==> src/logic/calendar_clock_pkg.sv <==
// Shared constants, register map and field layout of the calendar clock
package calendar_clock_pkg;

  // Register byte offsets on the APB
  localparam logic [7:0] OFS_UPDATE_CONTROL = 8'h00;
  localparam logic [7:0] OFS_CLOCK_MODE = 8'h04;
  localparam logic [7:0] OFS_TIME_OF_DAY = 8'h08;
  localparam logic [7:0] OFS_CALENDAR_VALUE = 8'h0c;
  localparam logic [7:0] OFS_TIME_MATCH = 8'h10;
  localparam logic [7:0] OFS_CALENDAR_MATCH = 8'h14;
  localparam logic [7:0] OFS_EVENT_STATUS = 8'h18;
  localparam logic [7:0] OFS_STATUS_CLEAR = 8'h1c;
  localparam logic [7:0] OFS_IRQ_ENABLE = 8'h20;
  localparam logic [7:0] OFS_IRQ_DISABLE = 8'h24;
  localparam logic [7:0] OFS_IRQ_MASK = 8'h28;
  localparam logic [7:0] OFS_VALID_ENTRY = 8'h2c;

  // Update control register fields
  localparam int CR_TIME_REQ = 0;
  localparam int CR_CAL_REQ = 1;
  localparam int CR_EVSEL_LSB = 8;

  // Clock mode register fields
  localparam int MR_HOUR12 = 0;
  localparam int MR_PERSIAN = 1;
  localparam int MR_TRIM_NEG = 4;
  localparam int MR_TRIM_CORR_LSB = 8;
  localparam int MR_TRIM_WIDE = 15;

  // Time of day and time match fields
  localparam int TM_SEC_LSB = 0;
  localparam int TM_MIN_LSB = 8;
  localparam int TM_HOUR_LSB = 16;
  localparam int TM_PM = 22;
  localparam int AL_SEC_EN = 7;
  localparam int AL_MIN_EN = 15;
  localparam int AL_HOUR_EN = 23;

  // Calendar value and calendar match fields
  localparam int CL_CENT_LSB = 0;
  localparam int CL_YEAR_LSB = 8;
  localparam int CL_MONTH_LSB = 16;
  localparam int CL_DAY_LSB = 21;
  localparam int CL_DATE_LSB = 24;
  localparam int AL_MONTH_EN = 23;
  localparam int AL_DATE_EN = 31;

  // Values after reset
  localparam logic [31:0] CAL_RESET = 32'h01a11020;
  localparam logic [31:0] CAL_MATCH_RESET = 32'h01010000;

  // Event status bits, shared by status, clear and interrupt mask
  localparam int ST_ACK = 0;
  localparam int ST_ALARM = 1;
  localparam int ST_SEC = 2;
  localparam int ST_TIMEV = 3;
  localparam int ST_COUNTER_VALUE_ERROR_FLAG = 5;
  localparam int ST_W = 6;

  // Valid entry register bits
  localparam int VE_TIME = 0;
  localparam int VE_CAL = 1;
  localparam int VE_TIME_MATCH = 2;
  localparam int VE_CAL_MATCH = 3;

  // Slow reference and calibration
  localparam int SLOW_HZ = 32768;
  // 128 slow periods is about 3.9 ms, i.e. 3906 ppm of one second
  localparam int TRIM_STEP_SLOW = 128;
  localparam int LOW_RANGE_SCALE = 20;

  typedef enum logic [1:0] {
    EV_MINUTE = 2'b00,
    EV_HOUR = 2'b01,
    EV_MIDNIGHT = 2'b10,
    EV_NOON = 2'b11
  } periodic_event_t;

endpackage

==> src/logic/trim_if.sv <==
// Carrier between the register block and the calibrated one-second divider
interface trim_if;
  logic slow_tick;
  logic wide_range;
  logic negative;
  logic [6:0] correction;
  logic one_hz;

  modport control(output slow_tick, output wide_range, output negative, output correction,
                  input one_hz);
  modport divider(input slow_tick, input wide_range, input negative, input correction,
                  output one_hz);
endinterface

==> src/logic/bcd_calendar_clock.sv <==
// BCD calendar clock with alarm, periodic event, entry checks and APB registers
//
// Register access over APB and the register offsets were decided locally.
module bcd_calendar_clock
  import calendar_clock_pkg::*;
#(
  parameter int SLOW_DIVIDE = SLOW_HZ
) (
  input wire logic clock,
  input wire logic rst,
  input wire logic slow_reference_clock_tick,
  input wire logic psel,
  input wire logic penable,
  input wire logic pwrite,
  input wire logic [7:0] paddr,
  input wire logic [31:0] pwdata,
  output logic [31:0] prdata,
  output logic pready,
  output logic pslverr,
  output logic interrupt_request
);

  function automatic logic [6:0] bcd_to_bin(input logic [7:0] v);
    return 7'(({3'b000, v[7:4]} * 7'd10) + {3'b000, v[3:0]});
  endfunction

  function automatic logic [7:0] bin_to_bcd(input logic [6:0] b);
    logic [6:0] tens;
    logic [6:0] units;
    tens = b / 7'd10;
    units = b % 7'd10;
    return {tens[3:0], units[3:0]};
  endfunction

  function automatic logic [7:0] bcd_inc(input logic [7:0] v);
    return (v[3:0] >= 4'h9) ? {v[7:4] + 4'h1, 4'h0} : v + 8'h01;
  endfunction

  function automatic logic in_bcd(input logic [7:0] v, input logic [7:0] lo,
                                  input logic [7:0] hi);
    return v[3:0] <= 4'h9 && v[7:4] <= 4'h9 && v >= lo && v <= hi;
  endfunction

  function automatic logic [7:0] month_days(input logic [7:0] m, input logic [7:0] y);
    logic [6:0] yb;
    yb = bcd_to_bin(y);
    unique case (m)
      8'h02: month_days = (yb[1:0] == 2'b00) ? 8'h29 : 8'h28;
      8'h04, 8'h06, 8'h09, 8'h11: month_days = 8'h30;
      default: month_days = 8'h31;
    endcase
  endfunction

  function automatic logic hour_ok(input logic [7:0] h, input logic pm, input logic mode12);
    return mode12 ? in_bcd(h, 8'h01, 8'h12) : (in_bcd(h, 8'h00, 8'h23) && !pm);
  endfunction

  function automatic logic [7:0] hour_to_24(input logic [7:0] h, input logic pm);
    if (h == 8'h12) begin
      return pm ? 8'h12 : 8'h00;
    end
    return pm ? bin_to_bcd(bcd_to_bin(h) + 7'd12) : h;
  endfunction

  function automatic logic cal_ok(input logic [7:0] c, input logic [7:0] y, input logic [7:0] mo,
                                  input logic [7:0] d, input logic [2:0] dy, input logic pers);
    logic cent_ok;
    cent_ok = pers ? in_bcd(c, 8'h13, 8'h14) : in_bcd(c, 8'h19, 8'h20);
    return cent_ok && in_bcd(y, 8'h00, 8'h99) && in_bcd(mo, 8'h01, 8'h12)
           && in_bcd(d, 8'h01, 8'h31) && d <= month_days(mo, y)
           && in_bcd({5'h00, dy}, 8'h01, 8'h07);
  endfunction

  function automatic logic time_ok(input logic [7:0] s, input logic [7:0] m, input logic [7:0] h);
    return in_bcd(s, 8'h00, 8'h59) && in_bcd(m, 8'h00, 8'h59) && in_bcd(h, 8'h00, 8'h23);
  endfunction

  trim_if trim();

  logic time_req;
  logic cal_req;
  logic time_req_d;
  logic cal_req_d;
  periodic_event_t event_sel;
  logic hour12;
  logic persian;
  logic [7:0] sec;
  logic [7:0] min;
  logic [7:0] hour;
  logic [7:0] cent;
  logic [7:0] year;
  logic [7:0] month;
  logic [7:0] date;
  logic [2:0] day;
  logic [7:0] al_sec;
  logic [7:0] al_min;
  logic [7:0] al_hour;
  logic [7:0] al_month;
  logic [7:0] al_date;
  logic [4:0] al_en;
  logic [2:0] al_en_time;
  logic [1:0] al_en_cal;
  logic [ST_W-1:0] status;
  logic [ST_W-1:0] irq_mask;
  logic [3:0] not_valid;
  logic time_changed;

  logic wr;
  logic mapped;
  logic [7:0] w_sec;
  logic [7:0] w_min;
  logic [7:0] w_hour;
  logic [7:0] w_cent;
  logic [7:0] w_year;
  logic [7:0] w_month;
  logic [7:0] w_date;
  logic [2:0] w_day;
  logic w_time_ok;
  logic w_cal_ok;
  logic w_talarm_ok;
  logic w_calarm_ok;
  logic time_write;
  logic cal_write;
  logic tick_time;
  logic sec_wrap;
  logic min_wrap;
  logic hour_wrap;
  logic day_step;
  logic alarm_match;
  logic period_event;
  logic [ST_W-1:0] status_set;
  logic [ST_W-1:0] status_clr;
  logic [31:0] read_value;

  assign trim.slow_tick = slow_reference_clock_tick;
  // Enables live in two registers, one per alarm register, so each has a single writer
  assign al_en = {al_en_cal, al_en_time};
  assign pready = 1'b1;
  assign wr = psel && penable && pwrite;
  assign mapped = paddr[1:0] == 2'b00 && paddr <= OFS_VALID_ENTRY;
  assign pslverr = psel && penable && !mapped;
  // Combinational so a flag is seen the cycle it is set
  assign interrupt_request = |(status & irq_mask);

  second_prescaler #(.DIVIDE(SLOW_DIVIDE)) prescaler (
    .clock(clock),
    .rst(rst),
    .trim(trim)
  );

  // Write-side field decode and entry checks
  always_comb begin
    w_sec = {1'b0, pwdata[TM_SEC_LSB +: 7]};
    w_min = {1'b0, pwdata[TM_MIN_LSB +: 7]};
    w_hour = {2'b00, pwdata[TM_HOUR_LSB +: 6]};
    w_cent = {1'b0, pwdata[CL_CENT_LSB +: 7]};
    w_year = pwdata[CL_YEAR_LSB +: 8];
    w_month = {3'b000, pwdata[CL_MONTH_LSB +: 5]};
    w_date = {2'b00, pwdata[CL_DATE_LSB +: 6]};
    w_day = pwdata[CL_DAY_LSB +: 3];
    w_time_ok = in_bcd(w_sec, 8'h00, 8'h59) && in_bcd(w_min, 8'h00, 8'h59)
                && hour_ok(w_hour, pwdata[TM_PM], hour12);
    w_cal_ok = cal_ok(w_cent, w_year, w_month, w_date, w_day, persian);
    w_talarm_ok = w_time_ok;
    w_calarm_ok = in_bcd(w_month, 8'h01, 8'h12) && in_bcd(w_date, 8'h01, 8'h31);
    // Counters are only writable while their counting is held
    time_write = wr && paddr == OFS_TIME_OF_DAY && time_req;
    cal_write = wr && paddr == OFS_CALENDAR_VALUE && cal_req;
  end

  // Counting chain
  always_comb begin
    sec_wrap = sec == 8'h59;
    min_wrap = min == 8'h59;
    hour_wrap = hour == 8'h23;
    tick_time = trim.one_hz && !time_req;
    day_step = tick_time && sec_wrap && min_wrap && hour_wrap && !cal_req;
  end

  always_ff @(posedge clock or posedge rst) begin
    if (rst) begin
      sec <= 8'h00;
      min <= 8'h00;
      hour <= 8'h00;
    end else if (time_write && w_time_ok) begin
      sec <= w_sec;
      min <= w_min;
      hour <= hour12 ? hour_to_24(w_hour, pwdata[TM_PM]) : w_hour;
    end else if (tick_time) begin
      sec <= sec_wrap ? 8'h00 : bcd_inc(sec);
      if (sec_wrap) begin
        min <= min_wrap ? 8'h00 : bcd_inc(min);
        if (min_wrap) begin
          hour <= hour_wrap ? 8'h00 : bcd_inc(hour);
        end
      end
    end
  end

  always_ff @(posedge clock or posedge rst) begin
    if (rst) begin
      cent <= {1'b0, CAL_RESET[CL_CENT_LSB +: 7]};
      year <= CAL_RESET[CL_YEAR_LSB +: 8];
      month <= {3'b000, CAL_RESET[CL_MONTH_LSB +: 5]};
      date <= {2'b00, CAL_RESET[CL_DATE_LSB +: 6]};
      day <= CAL_RESET[CL_DAY_LSB +: 3];
    end else if (cal_write && w_cal_ok) begin
      cent <= w_cent;
      year <= w_year;
      month <= w_month;
      date <= w_date;
      day <= w_day;
    end else if (day_step) begin
      day <= (day == 3'd7) ? 3'd1 : day + 3'd1;
      if (date >= month_days(month, year)) begin
        date <= 8'h01;
        if (month == 8'h12) begin
          month <= 8'h01;
          if (year == 8'h99) begin
            year <= 8'h00;
            cent <= bcd_inc(cent);
          end else begin
            year <= bcd_inc(year);
          end
        end else begin
          month <= bcd_inc(month);
        end
      end else begin
        date <= bcd_inc(date);
      end
    end
  end

  // Control and mode registers
  always_ff @(posedge clock or posedge rst) begin
    if (rst) begin
      time_req <= 1'b0;
      cal_req <= 1'b0;
      event_sel <= EV_MINUTE;
    end else if (wr && paddr == OFS_UPDATE_CONTROL) begin
      time_req <= pwdata[CR_TIME_REQ];
      cal_req <= pwdata[CR_CAL_REQ];
      event_sel <= periodic_event_t'(pwdata[CR_EVSEL_LSB +: 2]);
    end
  end

  always_ff @(posedge clock or posedge rst) begin
    if (rst) begin
      time_req_d <= 1'b0;
      cal_req_d <= 1'b0;
    end else begin
      time_req_d <= time_req;
      cal_req_d <= cal_req;
    end
  end

  always_ff @(posedge clock or posedge rst) begin
    if (rst) begin
      hour12 <= 1'b0;
      persian <= 1'b0;
      trim.negative <= 1'b0;
      trim.correction <= 7'h00;
      trim.wide_range <= 1'b0;
    end else if (wr && paddr == OFS_CLOCK_MODE) begin
      hour12 <= pwdata[MR_HOUR12];
      persian <= pwdata[MR_PERSIAN];
      trim.negative <= pwdata[MR_TRIM_NEG];
      trim.correction <= pwdata[MR_TRIM_CORR_LSB +: 7];
      trim.wide_range <= pwdata[MR_TRIM_WIDE];
    end
  end

  // Alarm fields, stored with the hour in 24-hour form
  always_ff @(posedge clock or posedge rst) begin
    if (rst) begin
      al_sec <= 8'h00;
      al_min <= 8'h00;
      al_hour <= 8'h00;
      al_en_time <= 3'b000;
    end else if (wr && paddr == OFS_TIME_MATCH && w_talarm_ok) begin
      al_sec <= w_sec;
      al_min <= w_min;
      al_hour <= hour12 ? hour_to_24(w_hour, pwdata[TM_PM]) : w_hour;
      al_en_time <= {pwdata[AL_HOUR_EN], pwdata[AL_MIN_EN], pwdata[AL_SEC_EN]};
    end
  end

  always_ff @(posedge clock or posedge rst) begin
    if (rst) begin
      al_month <= {3'b000, CAL_MATCH_RESET[CL_MONTH_LSB +: 5]};
      al_date <= {2'b00, CAL_MATCH_RESET[CL_DATE_LSB +: 6]};
      al_en_cal <= 2'b00;
    end else if (wr && paddr == OFS_CALENDAR_MATCH && w_calarm_ok) begin
      al_month <= w_month;
      al_date <= w_date;
      al_en_cal <= {pwdata[AL_DATE_EN], pwdata[AL_MONTH_EN]};
    end
  end

  // Validity flags: set by a refused write, cleared only by an accepted one
  always_ff @(posedge clock or posedge rst) begin
    if (rst) begin
      not_valid <= 4'h0;
    end else begin
      if (time_write) begin
        not_valid[VE_TIME] <= !w_time_ok;
      end
      if (cal_write) begin
        not_valid[VE_CAL] <= !w_cal_ok;
      end
      if (wr && paddr == OFS_TIME_MATCH) begin
        not_valid[VE_TIME_MATCH] <= !w_talarm_ok;
      end
      if (wr && paddr == OFS_CALENDAR_MATCH) begin
        not_valid[VE_CAL_MATCH] <= !w_calarm_ok;
      end
    end
  end

  // Event detection
  always_ff @(posedge clock or posedge rst) begin
    if (rst) begin
      time_changed <= 1'b0;
    end else begin
      time_changed <= tick_time;
    end
  end

  always_comb begin
    // Disabled fields match anything; at least one field must be enabled
    alarm_match = (|al_en)
                  && (!al_en[0] || sec == al_sec) && (!al_en[1] || min == al_min)
                  && (!al_en[2] || hour == al_hour) && (!al_en[3] || month == al_month)
                  && (!al_en[4] || date == al_date);
    unique case (event_sel)
      EV_MINUTE: period_event = tick_time && sec_wrap;
      EV_HOUR: period_event = tick_time && sec_wrap && min_wrap;
      EV_MIDNIGHT: period_event = tick_time && sec_wrap && min_wrap && hour_wrap;
      EV_NOON: period_event = tick_time && sec_wrap && min_wrap && hour == 8'h11;
    endcase
    status_set = '0;
    status_set[ST_ACK] = (time_req && !time_req_d) || (cal_req && !cal_req_d);
    status_set[ST_ALARM] = time_changed && alarm_match;
    status_set[ST_SEC] = trim.one_hz;
    status_set[ST_TIMEV] = period_event;
    // Continuous check of the running counters
    status_set[ST_COUNTER_VALUE_ERROR_FLAG] = !(time_ok(sec, min, hour)
                             && cal_ok(cent, year, month, date, day, persian));
    status_clr = (wr && paddr == OFS_STATUS_CLEAR) ? pwdata[ST_W-1:0] : '0;
  end

  // Set wins over a clear in the same cycle, so no event is lost
  always_ff @(posedge clock or posedge rst) begin
    if (rst) begin
      status <= '0;
    end else begin
      status <= (status & ~status_clr) | status_set;
    end
  end

  always_ff @(posedge clock or posedge rst) begin
    if (rst) begin
      irq_mask <= '0;
    end else if (wr && paddr == OFS_IRQ_ENABLE) begin
      irq_mask <= irq_mask | pwdata[ST_W-1:0];
    end else if (wr && paddr == OFS_IRQ_DISABLE) begin
      irq_mask <= irq_mask & ~pwdata[ST_W-1:0];
    end
  end

  // Read mux; write-only and reserved offsets read zero
  always_comb begin
    read_value = '0;
    unique case (paddr)
      OFS_UPDATE_CONTROL: begin
        read_value[CR_TIME_REQ] = time_req;
        read_value[CR_CAL_REQ] = cal_req;
        read_value[CR_EVSEL_LSB +: 2] = event_sel;
      end
      OFS_CLOCK_MODE: begin
        read_value[MR_HOUR12] = hour12;
        read_value[MR_PERSIAN] = persian;
        read_value[MR_TRIM_NEG] = trim.negative;
        read_value[MR_TRIM_CORR_LSB +: 7] = trim.correction;
        read_value[MR_TRIM_WIDE] = trim.wide_range;
      end
      OFS_TIME_OF_DAY: begin
        read_value[TM_SEC_LSB +: 7] = sec[6:0];
        read_value[TM_MIN_LSB +: 7] = min[6:0];
        read_value[TM_HOUR_LSB +: 6] = hour[5:0];
        read_value[TM_PM] = hour12 && hour >= 8'h12;
      end
      OFS_CALENDAR_VALUE: begin
        read_value[CL_CENT_LSB +: 7] = cent[6:0];
        read_value[CL_YEAR_LSB +: 8] = year;
        read_value[CL_MONTH_LSB +: 5] = month[4:0];
        read_value[CL_DAY_LSB +: 3] = day;
        read_value[CL_DATE_LSB +: 6] = date[5:0];
      end
      OFS_TIME_MATCH: begin
        read_value[TM_SEC_LSB +: 7] = al_sec[6:0];
        read_value[AL_SEC_EN] = al_en[0];
        read_value[TM_MIN_LSB +: 7] = al_min[6:0];
        read_value[AL_MIN_EN] = al_en[1];
        read_value[TM_HOUR_LSB +: 6] = al_hour[5:0];
        read_value[TM_PM] = hour12 && al_hour >= 8'h12;
        read_value[AL_HOUR_EN] = al_en[2];
      end
      OFS_CALENDAR_MATCH: begin
        read_value[CL_MONTH_LSB +: 5] = al_month[4:0];
        read_value[AL_MONTH_EN] = al_en[3];
        read_value[CL_DATE_LSB +: 6] = al_date[5:0];
        read_value[AL_DATE_EN] = al_en[4];
      end
      OFS_EVENT_STATUS: read_value[ST_W-1:0] = status;
      OFS_IRQ_MASK: read_value[ST_W-1:0] = irq_mask;
      OFS_VALID_ENTRY: read_value[3:0] = not_valid;
      default: read_value = '0;
    endcase
  end

  // Read data is captured in the setup cycle and stands through the access cycle
  always_ff @(posedge clock or posedge rst) begin
    if (rst) begin
      prdata <= '0;
    end else if (psel && !penable && !pwrite) begin
      prdata <= read_value;
    end
  end

endmodule // bcd_calendar_clock

==> src/logic/second_prescaler.sv <==
// Calibrated divider from the slow reference ticks down to one pulse per second
module second_prescaler
  import calendar_clock_pkg::*;
#(
  parameter int DIVIDE = SLOW_HZ
) (
  input wire logic clock,
  input wire logic rst,
  trim_if.divider trim
);

  if (DIVIDE <= 2 * TRIM_STEP_SLOW || DIVIDE + TRIM_STEP_SLOW > 131071) begin : bad_divide
    $error("second_prescaler: DIVIDE out of range");
  end

  localparam logic [16:0] NOMINAL = 17'(DIVIDE);
  localparam logic [16:0] STEP = 17'(TRIM_STEP_SLOW);

  logic [16:0] phase;
  logic [11:0] seconds_since;
  logic adjusting;
  logic [16:0] limit;
  logic [11:0] interval;
  logic second_end;

  // Settings are read live, so a new trim takes effect at the next second
  always_comb begin
    if (!adjusting) begin
      limit = NOMINAL;
    end else if (trim.negative) begin
      limit = NOMINAL + STEP;
    end else begin
      limit = NOMINAL - STEP;
    end
    if (trim.wide_range) begin
      interval = {5'h00, trim.correction} + 12'h001;
    end else begin
      interval = 12'(({5'h00, trim.correction} + 12'h001) * 12'(LOW_RANGE_SCALE));
    end
    second_end = trim.slow_tick && (phase >= limit - 17'h00001);
  end

  always_ff @(posedge clock or posedge rst) begin
    if (rst) begin
      phase <= '0;
    end else if (trim.slow_tick) begin
      phase <= second_end ? '0 : phase + 17'h00001;
    end
  end

  always_ff @(posedge clock or posedge rst) begin
    if (rst) begin
      trim.one_hz <= 1'b0;
    end else begin
      trim.one_hz <= second_end;
    end
  end

  // One period in every interval seconds is stretched or shortened
  always_ff @(posedge clock or posedge rst) begin
    if (rst) begin
      seconds_since <= '0;
      adjusting <= 1'b0;
    end else if (second_end) begin
      if (trim.correction == 7'h00) begin
        seconds_since <= '0;
        adjusting <= 1'b0;
      end else if (seconds_since >= interval - 12'h001) begin
        seconds_since <= '0;
        adjusting <= 1'b1;
      end else begin
        seconds_since <= seconds_since + 12'h001;
        adjusting <= 1'b0;
      end
    end
  end

endmodule // second_prescaler

==> config.mk <==
export PLATFORM = sky130hd
export DESIGN_NAME = bcd_calendar_clock
export DESIGN_NICKNAME = d
export VERILOG_FILES = /design/src/logic/calendar_clock_pkg.sv /design/src/logic/trim_if.sv /design/src/logic/bcd_calendar_clock.sv /design/src/logic/second_prescaler.sv
export SDC_FILE = /design/constraint.sdc
export NUM_CORES = 1
export LEC_CHECK = 0
export BUFFER_PORTS_ARGS = -buffer_cell sky130_fd_sc_hd__buf_2
export CAP_MARGIN = 0
export CORE_MARGIN = 4
export CORE_UTILIZATION = 30
export CTS_BUF_LIST = sky130_fd_sc_hd__clkbuf_16
export CTS_CLUSTER_SIZE = 12
export DETAILED_ROUTE_END_ITERATION = 6
export SLEW_MARGIN = 20
export SYNTH_ARGS = -nofsm -noshare
export SYNTH_HDL_FRONTEND = slang
export SYNTH_SLANG_ARGS = --single-unit
==> constraint.sdc <==
create_clock -name clock -period 12.7 [get_ports clock]
set_input_delay 2.54 -clock clock [delete_from_list [all_inputs] [get_ports clock]]
set_output_delay 2.54 -clock clock [all_outputs]
set_load 0.02 [all_outputs]
==> summary.md, run 1 <==
| Metric | Value |
|---|---|
| Share of layout cells above drive strength 1 | 13.8% |
| Hold_sp | prdata[31] |
| Required @ worst endpoint | 13.10 ns |
| Area occupied by multi-input gates | 8090 µm² |
| Max_slew headroom | 29.7% |
| Initial DRC count | 1095 |
| Critical-path cell list | buf_2 > inv_1 > ha_1 > inv_1 > ha_1 > fa_1 > maj3_1 > a22oi_1 > xor2_1 > ha_1 > inv_1 > or4_1 > o31a_1 > a32oi_1 > mux2_2 |
| Number of global-route vias before repair | 11300 |
| Die area | 48800 µm² |
| Clk_lat worst skew | 0.47 ns |
| CTS H-tree depth | 4 |
| Syn Inst Count | 1499 |
| IO Port Bufs | 77 |
| Total power | 1.35 mW |
| Fillers | 4650 |
| Primary FF master, synth | dfrtp_1 |
| Post-DP HPWL | 30600 µm |
| Die height | 221 µm |
| Worst reg-to-reg setup slack | 7.43 ns |
| Worst path slowest cell | fa_1 |
| Synth cell types | 94 |
| Static Leak | 6.67 nW |
| WHS Endpoint | prdata[31] |
| Cell with the most instances after synthesis | dfrtp_1 |
| Critical path peak fanout | 15 |
| Ys Warns | 0 |
| Vias post-DR | 11800 |
| Final Max Tran Viols | 0 |
| WHS Path Cells | 2 |
| Die X | 221 µm |
| Core ar. | 44500 µm² |
| Fin crit period | 6.19 ns |
| Clk sinks | 192 |
| Gates resized, CTS repair | 0 |
| Top Ports | 81 |
| Top cells by area, synth | dfrtp_1 34%, ha_1 9.6%, mux2_2 4.2%, nor2_1 3.7%, nand2_1 3.6% |
| Critical Path End Type | flop |
| CTS tree | yes |
| TritonRoute pass-1 iters | 7 |
| RSZ-0062 raised after global routing | no |
| Clock slew at reported path FFs | 0.08 ns |
| Synth top area share | 33.9% |
| Netlist area before placement | 13600 µm² |
| Initial Util | 30.5% |
| Worst-margin pin slew | 1.05 ns |
| Reg2Reg Capture Point | prescaler.seconds_since[0] |
| Max-cap viol count | 0 |
| CP arrival | 6.59 ns |
| Maximum clock path buffer count | 2 |
| Setup violators final | 0 |
| Crit Path Class | in2reg |
| Largest net degree at the start of global routing | 121 |
| Async SR Flop Fraction | 100% |
| Worst hold path class | reg2reg |
| Skew final | 0.0180 ns |
| Routed Antenna Nets | 0 |
| Post-CTS Hold Buffers | 0 |
| Clock buffer count from CTS | 17 |
| Crit path launch type | input port |
| Maximum vdd drop | 0.108 mV |
| GR Util All Layers | 17.3% |
| RR Startpoint | trim.correction[0] |
| First-pass GRT wire length | 65700 µm |
| Number of flops mapped to enable cells by yosys | 0 |
| Area growth, synth to finish | 9.96% |
| Root buf cell | clkbuf_16 |
| Total wire length | 41700 µm |
| Initial antenna violation count | 0 |
| Worst r2r path cells | 18 |
| DR vias/cell | 5.54 |
| Synthesized area per cell | 9.06 µm² |
| Setup Fix Bufs, Post-CTS | 0 |
| Drc violations | 0 |
| Crit share post-route | 48.8% |
| Seq cells post-synth | 192 |
| GP Congestion | 0.889 |
| Core Rows | 77 |
| Final hold violation count | 0 |
| Pwr dens | 90.5 nW/µm² |
| WL/cell | 19.6 µm |
| Max incr delay on CP | 0.64 ns |
| Status | completed |
| GRT Residual Overflow | 0 |
| Final Net Count | 1671 |
| Register area | 4810 µm² |
| Register area share after synthesis | 35.4% |
| Commonest cells post-synth | 184 x dfrtp_1, 135 x nor2_1, 131 x nand2_1 |
| Synth area leader | dfrtp_1 |
| Fmax | 161 MHz |
| Final setup TNS | 0 ns |
[critical path: cells and delay by family]
| family | cells | cell delay [ns] |
|---|---|---|
| XOR/XNOR | 1 | 0.19 |
| multiplexers | 1 | 0.22 |
| adder cells (fa/ha/maj) | 5 | 1.84 |
| AO/OA/AOI/OAI | 3 | 0.69 |
| AND/OR/NAND/NOR | 1 | 0.57 |
| buffers and inverters | 4 | 0.54 |
[report_power, final]
| part | internal, mW | total, mW | leakage (nW) | switching, mW |
|---|---|---|---|---|
| clock network | 0.258 | 0.534 | 0.272 | 0.276 |
| registers | 0.631 | 0.653 | 2.36 | 0.0218 |
| logic | 0.0570 | 0.165 | 4.04 | 0.108 |
| total | 0.946 | 1.35 | 6.67 | 0.406 |
[cells in the final DEF, fill, tap and decap left out, drive strengths merged, types with 7 or more instances in the layout]
cell type | netlist | final
dfrtp | 184 | 184
nor2 | 139 | 139
nand2 | 132 | 132
ha | 104 | 104
buf | 36 | 85
o21ai | 83 | 83
inv | 72 | 78
mux2 | 54 | 54
a21oi | 53 | 53
nand3 | 50 | 50
xnor2 | 49 | 49
a22oi | 42 | 42
a31oi | 38 | 38
nor3 | 35 | 35
nand4 | 34 | 34
xor2 | 23 | 23
a22o | 22 | 22
clkbuf | 49 | 17
and3 | 14 | 14
mux2i | 14 | 14
a21o | 14 | 14
o22ai | 14 | 14
a221oi | 13 | 13
o21a | 13 | 13
o31ai | 13 | 13
or3 | 12 | 12
nand3b | 12 | 12
and2 | 12 | 12
nand2b | 11 | 11
nor4 | 11 | 11
nor2b | 10 | 10
or4 | 10 | 10
nor4b | 9 | 9
or2 | 8 | 8
dfstp | 8 | 8
a221o | 7 | 7
o311ai | 7 | 7
[layout make-up]
type                       instances  share of cell area (%)
inverter                          72                    1.86
antenna                            1                  0.0168
clock inverter                    15                   0.921
sequential                       192                    32.2
timing repair buffer              85                    2.98
clock buffer                      17                    2.85
multi-input combinational       1151                    54.2
tap                              592                    4.96
[registers in the layout, summed over array words and instances, names as in the netlist, 2 cells and up, named ones only]
name and flops:
not_valid 4, al_en_cal 2, trim.correction 7, al_en_time 3, event_sel 2, al_date 6, status 6, al_min 7
sec 8, al_month 5, cent 8, prescaler.phase 17, prescaler.seconds_since 12, date 8, al_sec 7, day 3
year 8, hour 8, month 8, min 8, prdata 31, al_hour 7
[worst max path at each step]
stage / depth (start not counted) / slack, ns / from / to
after floorplan: 1 / 4.95 / rst / asynchronous set/reset pin
after global placement: 15 / 6.18 / pwdata[21] / al_hour[3]
after detailed placement: 15 / 6.08 / pwdata[21] / al_hour[3]
after CTS: 15 / 6.56 / pwdata[21] / al_hour[3]
after global routing: 15 / 6.29 / pwdata[21] / al_hour[3]
final: 15 / 6.51 / pwdata[21] / al_hour[3]
[kinds of logic (layout without fill, tap and decap cells)]
group	after synthesis	in the layout	synth area share, %
buffers and inverters	157	189	5.05
AOI/OAI and AO/OA	378	378	19.2
muxes	68	68	5.56
and+or+nand+nor	523	523	20.1
xor gates and xnor gates	72	72	4.64
DFF	192	192	35.4
other	2	4	0.0553
adders and majority gates	107	107	9.95
[per-stage QoR]
step	hold WS, ns	cells	utilization (%)	setup WS, ns	cell area (µm²)
2_1_floorplan	0.418	1500	-	4.95	13600
3_3_place_gp	0.450	2092	32.3	6.18	14400
3_5_place_dp	0.461	2092	32.3	6.08	14400
4_1_cts	0.478	2124	33.5	6.56	14900
5_1_grt	0.494	2124	33.6	6.29	14900
6_report	0.474	2125	33.6	6.51	14900
[per-layer routing]
layer	routed length [µm]	track usage, %	vias to the layer above
li1	-	-	5537
met1	19100	24.3	5808
met5	0	0	-
met2	18900	26.8	364
met3	2720	3.31	66
met4	966	5.58	0
Note: power is estimated with default switching activity, not from simulation.
==> inputs of run 2 (changes only) <==
clock period = 6 ns   (was 12.7 ns; I/O delays follow)
==> run 2 against run 1 <==
Against the previous run: hold slack hardly changed; largest cell class unchanged; sequential power is 110% higher; die area stayed put; critical endpoint is now prescaler.seconds_since[0]; clock power is 120% higher; highest routed layer unchanged; sequential share of layout area hardly changed; clock-buffer cell count stayed put; total power is 110% higher; cell count hardly changed; setup slack worse by 5.8 ns; critical path depth is 2 higher; first-iteration DRC count is 16% lower; clock skew is 0.0029 ns lower.
==> summary.md, run 2 (synthesis results as in run 1) <==
| Metric | Value |
|---|---|
| Maximum vdd drop | 0.209 mV (was 0.108 mV) |
| Max_slew headroom | 28.6% (was 29.7%) |
| Clk sinks | 192 (unchanged) |
| Setup Fix Bufs, Post-CTS | 0 (unchanged) |
| Total wire length | 41600 µm (was 41700 µm) |
| Crit path launch type | flop (was input port) |
| Crit share post-route | 87.8% |
| Fin crit period | 5.27 ns |
| Final hold violation count | 0 (unchanged) |
| Placed instance count | 2093 (was 2092) |
| GP Congestion | 0.883 (was 0.889) |
| Fmax | 190 MHz |
| Die area | 48800 µm² (unchanged) |
| Setup violators final | 0 (unchanged) |
| Clk_lat worst skew | 0.46 ns (was 0.47 ns) |
| RSZ-0062 raised after global routing | no (unchanged) |
| GR Util All Layers | 17.1% (was 17.3%) |
| Worst hold margin | 0.474 ns (about the same) |
| Flip-flop count of the largest register after layout | 31 (unchanged) |
| Clk network pwr share | 39.9% (was 39.5%) |
| GRT Residual Overflow | 0 (unchanged) |
| Crit Path Class | reg2reg (was in2reg) |
| CTS tree | yes (unchanged) |
| Routed Antenna Nets | 0 (unchanged) |
| Initial antenna violation count | 1 (was 0) |
| Pwr dens | 193 nW/µm² (was 90.5 nW/µm²) |
| Number of global-route vias before repair | 11400 (was 11300) |
| Regs by FF count | prdata: 31 flops, prescaler.phase: 17 flops, prescaler.seconds_since: 12 flops (unchanged) |
| Share of layout cells above drive strength 1 | 13.8% (about the same) |
| Switching power | 0.872 mW (was 0.406 mW) |
| Fin cells | 2126 (was 2125) |
| Setup WS post-layout | 0.733 ns (was 6.51 ns) |
| Critical path peak fanout | 13 (was 15) |
| Final Max Tran Viols | 0 (unchanged) |
| Most frequent cells in the layout | 184 x dfrtp_1, 135 x nor2_1, 131 x nand2_1, 104 x ha_1, 79 x o21ai_0 (unchanged) |
| Worst path slowest cell | dfrtp_1 (was fa_1) |
| IO Port Bufs | 77 (unchanged) |
| Max incr delay on CP | 0.58 ns (was 0.64 ns) |
| Maximum clock path buffer count | 2 (unchanged) |
| Worst hold path class | reg2reg (unchanged) |
| Clock buffer count from CTS | 17 (unchanged) |
| Status | completed (unchanged) |
| Post-CTS Hold Buffers | 0 (unchanged) |
| Sequential Power Share | 48.0% (was 48.3%) |
| Critical Path End Type | flop (unchanged) |
| Static Leak | 6.69 nW (was 6.67 nW) |
| Largest net degree at the start of global routing | 156 (was 121) |
| Dpl ws | 0.754 ns (was 6.08 ns) |
| First-pass GRT wire length | 65400 µm (was 65700 µm) |
| Skew final | 0.0152 ns (was 0.0180 ns) |
| Most common cell after layout, fill and taps aside | dfrtp_1 (unchanged) |
| Die X | 221 µm (unchanged) |
| Drc violations | 0 (unchanged) |
| Largest Register | prdata (unchanged) |
| Worst-margin pin slew | 1.06 ns (was 1.05 ns) |
| Root buf cell | clkbuf_16 (unchanged) |
| Gates resized, CTS repair | 0 (unchanged) |
| Core Rows | 77 (unchanged) |
| Max-cap viol count | 0 (unchanged) |
| Post-DP HPWL | 30300 µm (was 30600 µm) |
| Vias post-DR | 11900 (was 11800) |
| TritonRoute pass-1 iters | 5 (was 7) |
| CTS H-tree depth | 4 (unchanged) |
| Hold_sp | prdata[31] (unchanged) |
| Top Ports | 81 (unchanged) |
| Critical-path cell list | ha_1 > nand3_1 > xnor2_1 > ha_1 > fa_1 > a21o_1 > a21oi_1 > mux2_2 > or3_1 > nor3_1 > xnor2_1 > ha_1 > a21o_1 > a221oi_1 > buf_4 > nand3_1 > o21ai_0 (was buf_2 > inv_1 > ha_1 > inv_1 > ha_1 > fa_1 > maj3_1 > a22oi_1 > xor2_1 > ha_1 > inv_1 > or4_1 > o31a_1 > a32oi_1 > mux2_2) |
| Core ar. | 44500 µm² (unchanged) |
| Most frequent CP cell | ha_1 |
| Initial Util | 30.5% (unchanged) |
| DR vias/cell | 5.59 (was 5.54) |
| WL/cell | 19.6 µm (about the same) |
| Worst setup path start | trim.correction[0] (was pwdata[21]) |
| Int Power | 2.01 mW (was 0.946 mW) |
| Clock slew at reported path FFs | 0.08 ns (about the same) |
| Final setup TNS | 0 ns (unchanged) |
| Switching Share | 30.2% (was 30.0%) |
| Final Net Count | 1672 (was 1671) |
| Required @ worst endpoint | 6.36 ns (was 13.10 ns) |
| Die height | 221 µm (unchanged) |
| Initial DRC count | 924 (was 1095) |
| CP arrival | 5.63 ns (was 6.59 ns) |
| Combinational Power Share | 12.1% (was 12.2%) |
| Area growth, synth to finish | 10.1% (was 9.96%) |
| RR Startpoint | trim.correction[0] (unchanged) |
==> run 2: cell types whose count changed in the layout (fill, tap and decap cells not counted) <==
cell / before / now
inv_6: 2 / 5
o31ai_1: 12 / 13
clkinv_4: 2 / 1
buf_12: 0 / 1
o31ai_2: 1 / 0
inv_8: 4 / 5
clkinv_2: 2 / 1
clkinvlp_4: 3 / 2
clkinv_8: 2 / 1
==> run 2: path summary, 6_finish.rpt <==
check	endpoint	slack, ns	cells after the start
min in group asynchronous	prescaler.seconds_since[6]	0.94	2
max in group asynchronous	prdata[12]	3.62	3
max	prescaler.seconds_since[0]	0.73	17
max reg2reg	prescaler.seconds_since[0]	0.73	17
min	prdata[31]	0.47	2
min reg2reg	prdata[31]	0.47	2
==> run 2: critical path: cells and delay by family, from the launching register on <==
family,cells,cell delay [ns]
mux,1,0.38
buf+inv,1,0.25
xor+xnor,2,0.53
flops,1,0.58
simple gates,4,0.93
fa+ha+maj,4,1.40
compound gates,5,1.11
==> run 2: power by group through the flow <==
stage	logic (mW)	clock network, mW	registers (mW)
after floorplan	0.218	0	1.42
after global placement	0.339	0	1.41
after detailed placement	0.350	0	1.41
after CTS	0.351	1.18	1.38
after global routing	0.388	1.22	1.39
final	0.350	1.15	1.38
==> run 2: per-layer routing <==
| metal | GRT usage (%) | part of all wire (%) |
|---|---|---|
| met5 | 0 | 0 |
| met4 | 5.14 | 2.3 |
| met2 | 26.7 | 45 |
| met3 | 3.06 | 6.7 |
| met1 | 24.1 | 46 |
==> run 2: cell type report <==
type                    count  area (µm²)
diodes                      1        2.50
clock buffers              17         425
clock inverters            15         141
fillers                  4647       29600
inverters                  72         274
multi-input cells        1151        8090
flip-flops and latches    192        4810
well taps                 592         741
repair buffers             86         465
==> run 2: per-stage QoR <==
| step | cell area [µm²] | power, mW | util, % |
|---|---|---|---|
| after floorplan | 13600 | 1.63 | - |
| after global placement | 14400 | 1.75 | 32.3 |
| after detailed placement | 14400 | 1.76 | 32.3 |
| after CTS | 14900 | 2.91 | 33.6 |
| after global routing | 15000 | 3.00 | 33.6 |
| final | 15000 | 2.88 | 33.6 |
==> inputs of run 3 (changes only) <==
MAX_ROUTING_LAYER = met4   (was not set)
PLACE_DENSITY_LB_ADDON = 0.25   (was not set)
RECOVER_POWER = 100   (was not set)
==> run 3 against run 2 <==
Against the previous run: the flow now finishes with violations (capacitance limit, slew limit); register-to-register slack improved by 0.097 ns; utilization down 0.35 points; critical path depth down 9; combinational power fell by 3%; highest routed layer unchanged; total power fell by 0.59%.
==> summary.md, run 3 (synthesis results as in run 1) <==
| Metric | Value |
|---|---|
| Largest net degree at the start of global routing | 167 (was 156) |
| Worst hold path class | reg2reg (unchanged) |
| Regs by FF count | prdata: 31 flops, prescaler.phase: 17 flops, prescaler.seconds_since: 12 flops (unchanged) |
| RSZ-0062 raised after global routing | no (unchanged) |
| Post-DP HPWL | 31300 µm (was 30300 µm) |
| Fin crit period | 5.49 ns (was 5.27 ns) |
| Clk network pwr share | 40.0% (was 39.9%) |
| First-pass GRT wire length | 66200 µm (was 65400 µm) |
| Final Net Count | 1673 (was 1672) |
| WL/cell | 20.2 µm (was 19.6 µm) |
| Root buf cell | clkbuf_16 (unchanged) |
| Core ar. | 44500 µm² (unchanged) |
| CTS tree | yes (unchanged) |
| Final hold violation count | 0 (unchanged) |
| Critical path peak fanout | 19 (was 13) |
| Die area | 48800 µm² (unchanged) |
| RR Startpoint | trim.correction[0] (unchanged) |
| Gates resized, CTS repair | 0 (unchanged) |
| Final Cell Area | 14800 µm² (was 15000 µm²) |
| Die height | 221 µm (unchanged) |
| Clock buffer count from CTS | 17 (unchanged) |
| Clk_lat worst skew | 0.46 ns (about the same) |
| Required @ worst endpoint | 6.39 ns (was 6.36 ns) |
| Top Ports | 81 (unchanged) |
| Total wire length | 43000 µm (was 41600 µm) |
| Crit path launch type | input port (was flop) |
| DR vias/cell | 5.52 (was 5.59) |
| Crit share post-route | 91.4% (was 87.8%) |
| Area growth, synth to finish | 8.91% (was 10.1%) |
| Switching Share | 29.2% (was 30.2%) |
| Vias post-DR | 11700 (was 11900) |
| Max-cap viol count | 7 (was 0) |
| Flip-flop count of the largest register after layout | 31 (unchanged) |
| Final setup TNS | 0 ns (unchanged) |
| CTS H-tree depth | 4 (unchanged) |
| IO Port Bufs | 77 (unchanged) |
| Switching power | 0.837 mW (was 0.872 mW) |
| Sequential Power Share | 48.2% (was 48.0%) |
| Initial antenna violation count | 2 (was 1) |
| Reg2Reg Capture Point | prescaler.seconds_since[0] (unchanged) |
| Setup WS post-layout | 0.515 ns (was 0.733 ns) |
| Most common cell after layout, fill and taps aside | dfrtp_1 (unchanged) |
| Setup Fix Bufs, Post-CTS | 0 (unchanged) |
| Maximum clock path buffer count | 2 (unchanged) |
| GP Congestion | 0.887 (was 0.883) |
| Initial Util | 30.5% (unchanged) |
| WHS Endpoint | prdata[31] (unchanged) |
| Int Power | 2.03 mW (was 2.01 mW) |
| Number of global-route vias before repair | 11300 (was 11400) |
| Crit Path Class | in2reg (was reg2reg) |
| Placed inst area | 14400 µm² (about the same) |
| Fin cells | 2128 (was 2126) |
| WHS Path Cells | 2 (unchanged) |
| Clock slew at reported path FFs | 0.08 ns (about the same) |
| Post-CTS Hold Buffers | 0 (unchanged) |
| Worst r2r path cells | 17 (unchanged) |
| GR Util All Layers | 18.1% (was 17.1%) |
| Die X | 221 µm (unchanged) |
| CP arrival | 5.88 ns (was 5.63 ns) |
| Status | finished with violations (was completed) |
| Static Leak | 6.50 nW (was 6.69 nW) |
| Placed instance count | 2094 (was 2093) |
| Fmax | 182 MHz (was 190 MHz) |
| TritonRoute pass-1 iters | 5 (unchanged) |
| Clk sinks | 192 (unchanged) |
| Combinational Power Share | 11.8% (was 12.1%) |
| Final Max Tran Viols | 263 (was 0) |
| Share of layout cells above drive strength 1 | 10.2% (was 13.8%) |
| Failing checks | capacitance limit, slew limit |
| Max_slew headroom | -60.2% (was 28.6%) |
| Skew final | 0.0173 ns (was 0.0152 ns) |
| Routed Antenna Nets | 0 (unchanged) |
| Initial DRC count | 1000 (was 924) |
| Most frequent cells in the layout | 184 x dfrtp_1, 138 x nor2_1, 132 x nand2_1, 104 x ha_1, 81 x o21ai_0 (was 184 x dfrtp_1, 135 x nor2_1, 131 x nand2_1, 104 x ha_1, 79 x o21ai_0) |
| Core Rows | 77 (unchanged) |
| Pwr dens | 194 nW/µm² (was 193 nW/µm²) |
| Hold_sp | prdata[31] (unchanged) |
| Worst reg-to-reg setup slack | 0.83 ns (was 0.73 ns) |
| GRT Residual Overflow | 0 (unchanged) |
| Largest Register | prdata (unchanged) |
| Setup violators final | 0 (unchanged) |
| Critical Path End Type | flop (unchanged) |
| Maximum vdd drop | 0.125 mV (was 0.209 mV) |
| Dpl ws | 0.753 ns (was 0.754 ns) |
| Drc violations | 0 (unchanged) |
| Worst-margin pin slew | 2.40 ns (was 1.06 ns) |
## run 3: metrics by stage
stage	power, mW	util [%]	hold slack, ns
floorplan	1.63	-	0.418
global route	3.00	33.2	0.504
finish	2.87	33.2	0.481
CTS	2.91	33.6	0.481
global placement	1.75	32.3	0.451
detailed placement	1.76	32.3	0.463
## run 3: power groups by stage
| stage | sequential [mW] | combinational, mW | clock [mW] |
|---|---|---|---|
| final | 1.38 | 0.339 | 1.15 |
| after global routing | 1.39 | 0.382 | 1.23 |
| after CTS | 1.38 | 0.353 | 1.17 |
| after detailed placement | 1.41 | 0.351 | 0 |
| after global placement | 1.40 | 0.345 | 0 |
| after floorplan | 1.42 | 0.218 | 0 |
## run 3: layout make-up
type                            count  area, µm²
Sequential cell                   192       4810
Tap cell                          592        741
Fill cell                        4687      29700
Clock inverter                     15        135
Clock buffer                       17        425
Inverter                           72        272
Antenna cell                        2       5.00
Multi-Input combinational cell   1151       8000
Timing Repair Buffer               87        399
## run 3: worst max-delay path by stage
stage,start,endpoint,slack [ns]
after floorplan,trim.correction[0],prescaler.seconds_since[6],1.16
final,paddr[4],hour[4],0.51
after detailed placement,pwdata[18],al_hour[3],0.75
after global routing,paddr[4],hour[4],0.33
after CTS,trim.correction[0],prescaler.seconds_since[0],0.80
after global placement,pwdata[18],al_hour[3],0.82
## run 3: per-layer routing
| metal | share of wire, % | track usage, % | routed length, µm |
|---|---|---|---|
| met5 | 0 | - | 0 |
| met4 | 2.4 | 5.62 | 1030 |
| met3 | 5.8 | 2.97 | 2510 |
| met2 | 44 | 27.0 | 19100 |
| met1 | 47 | 25.3 | 20400 |
## run 3: worst max-delay path, stage by stage
cell	delay, ns
clkbuf_1	0.21
or4_1	0.78
nor2_1	1.46
and3_1	0.45
and2_0	0.67
clkbuf_1	0.61
o311ai_0	0.33
nand3_1	0.16
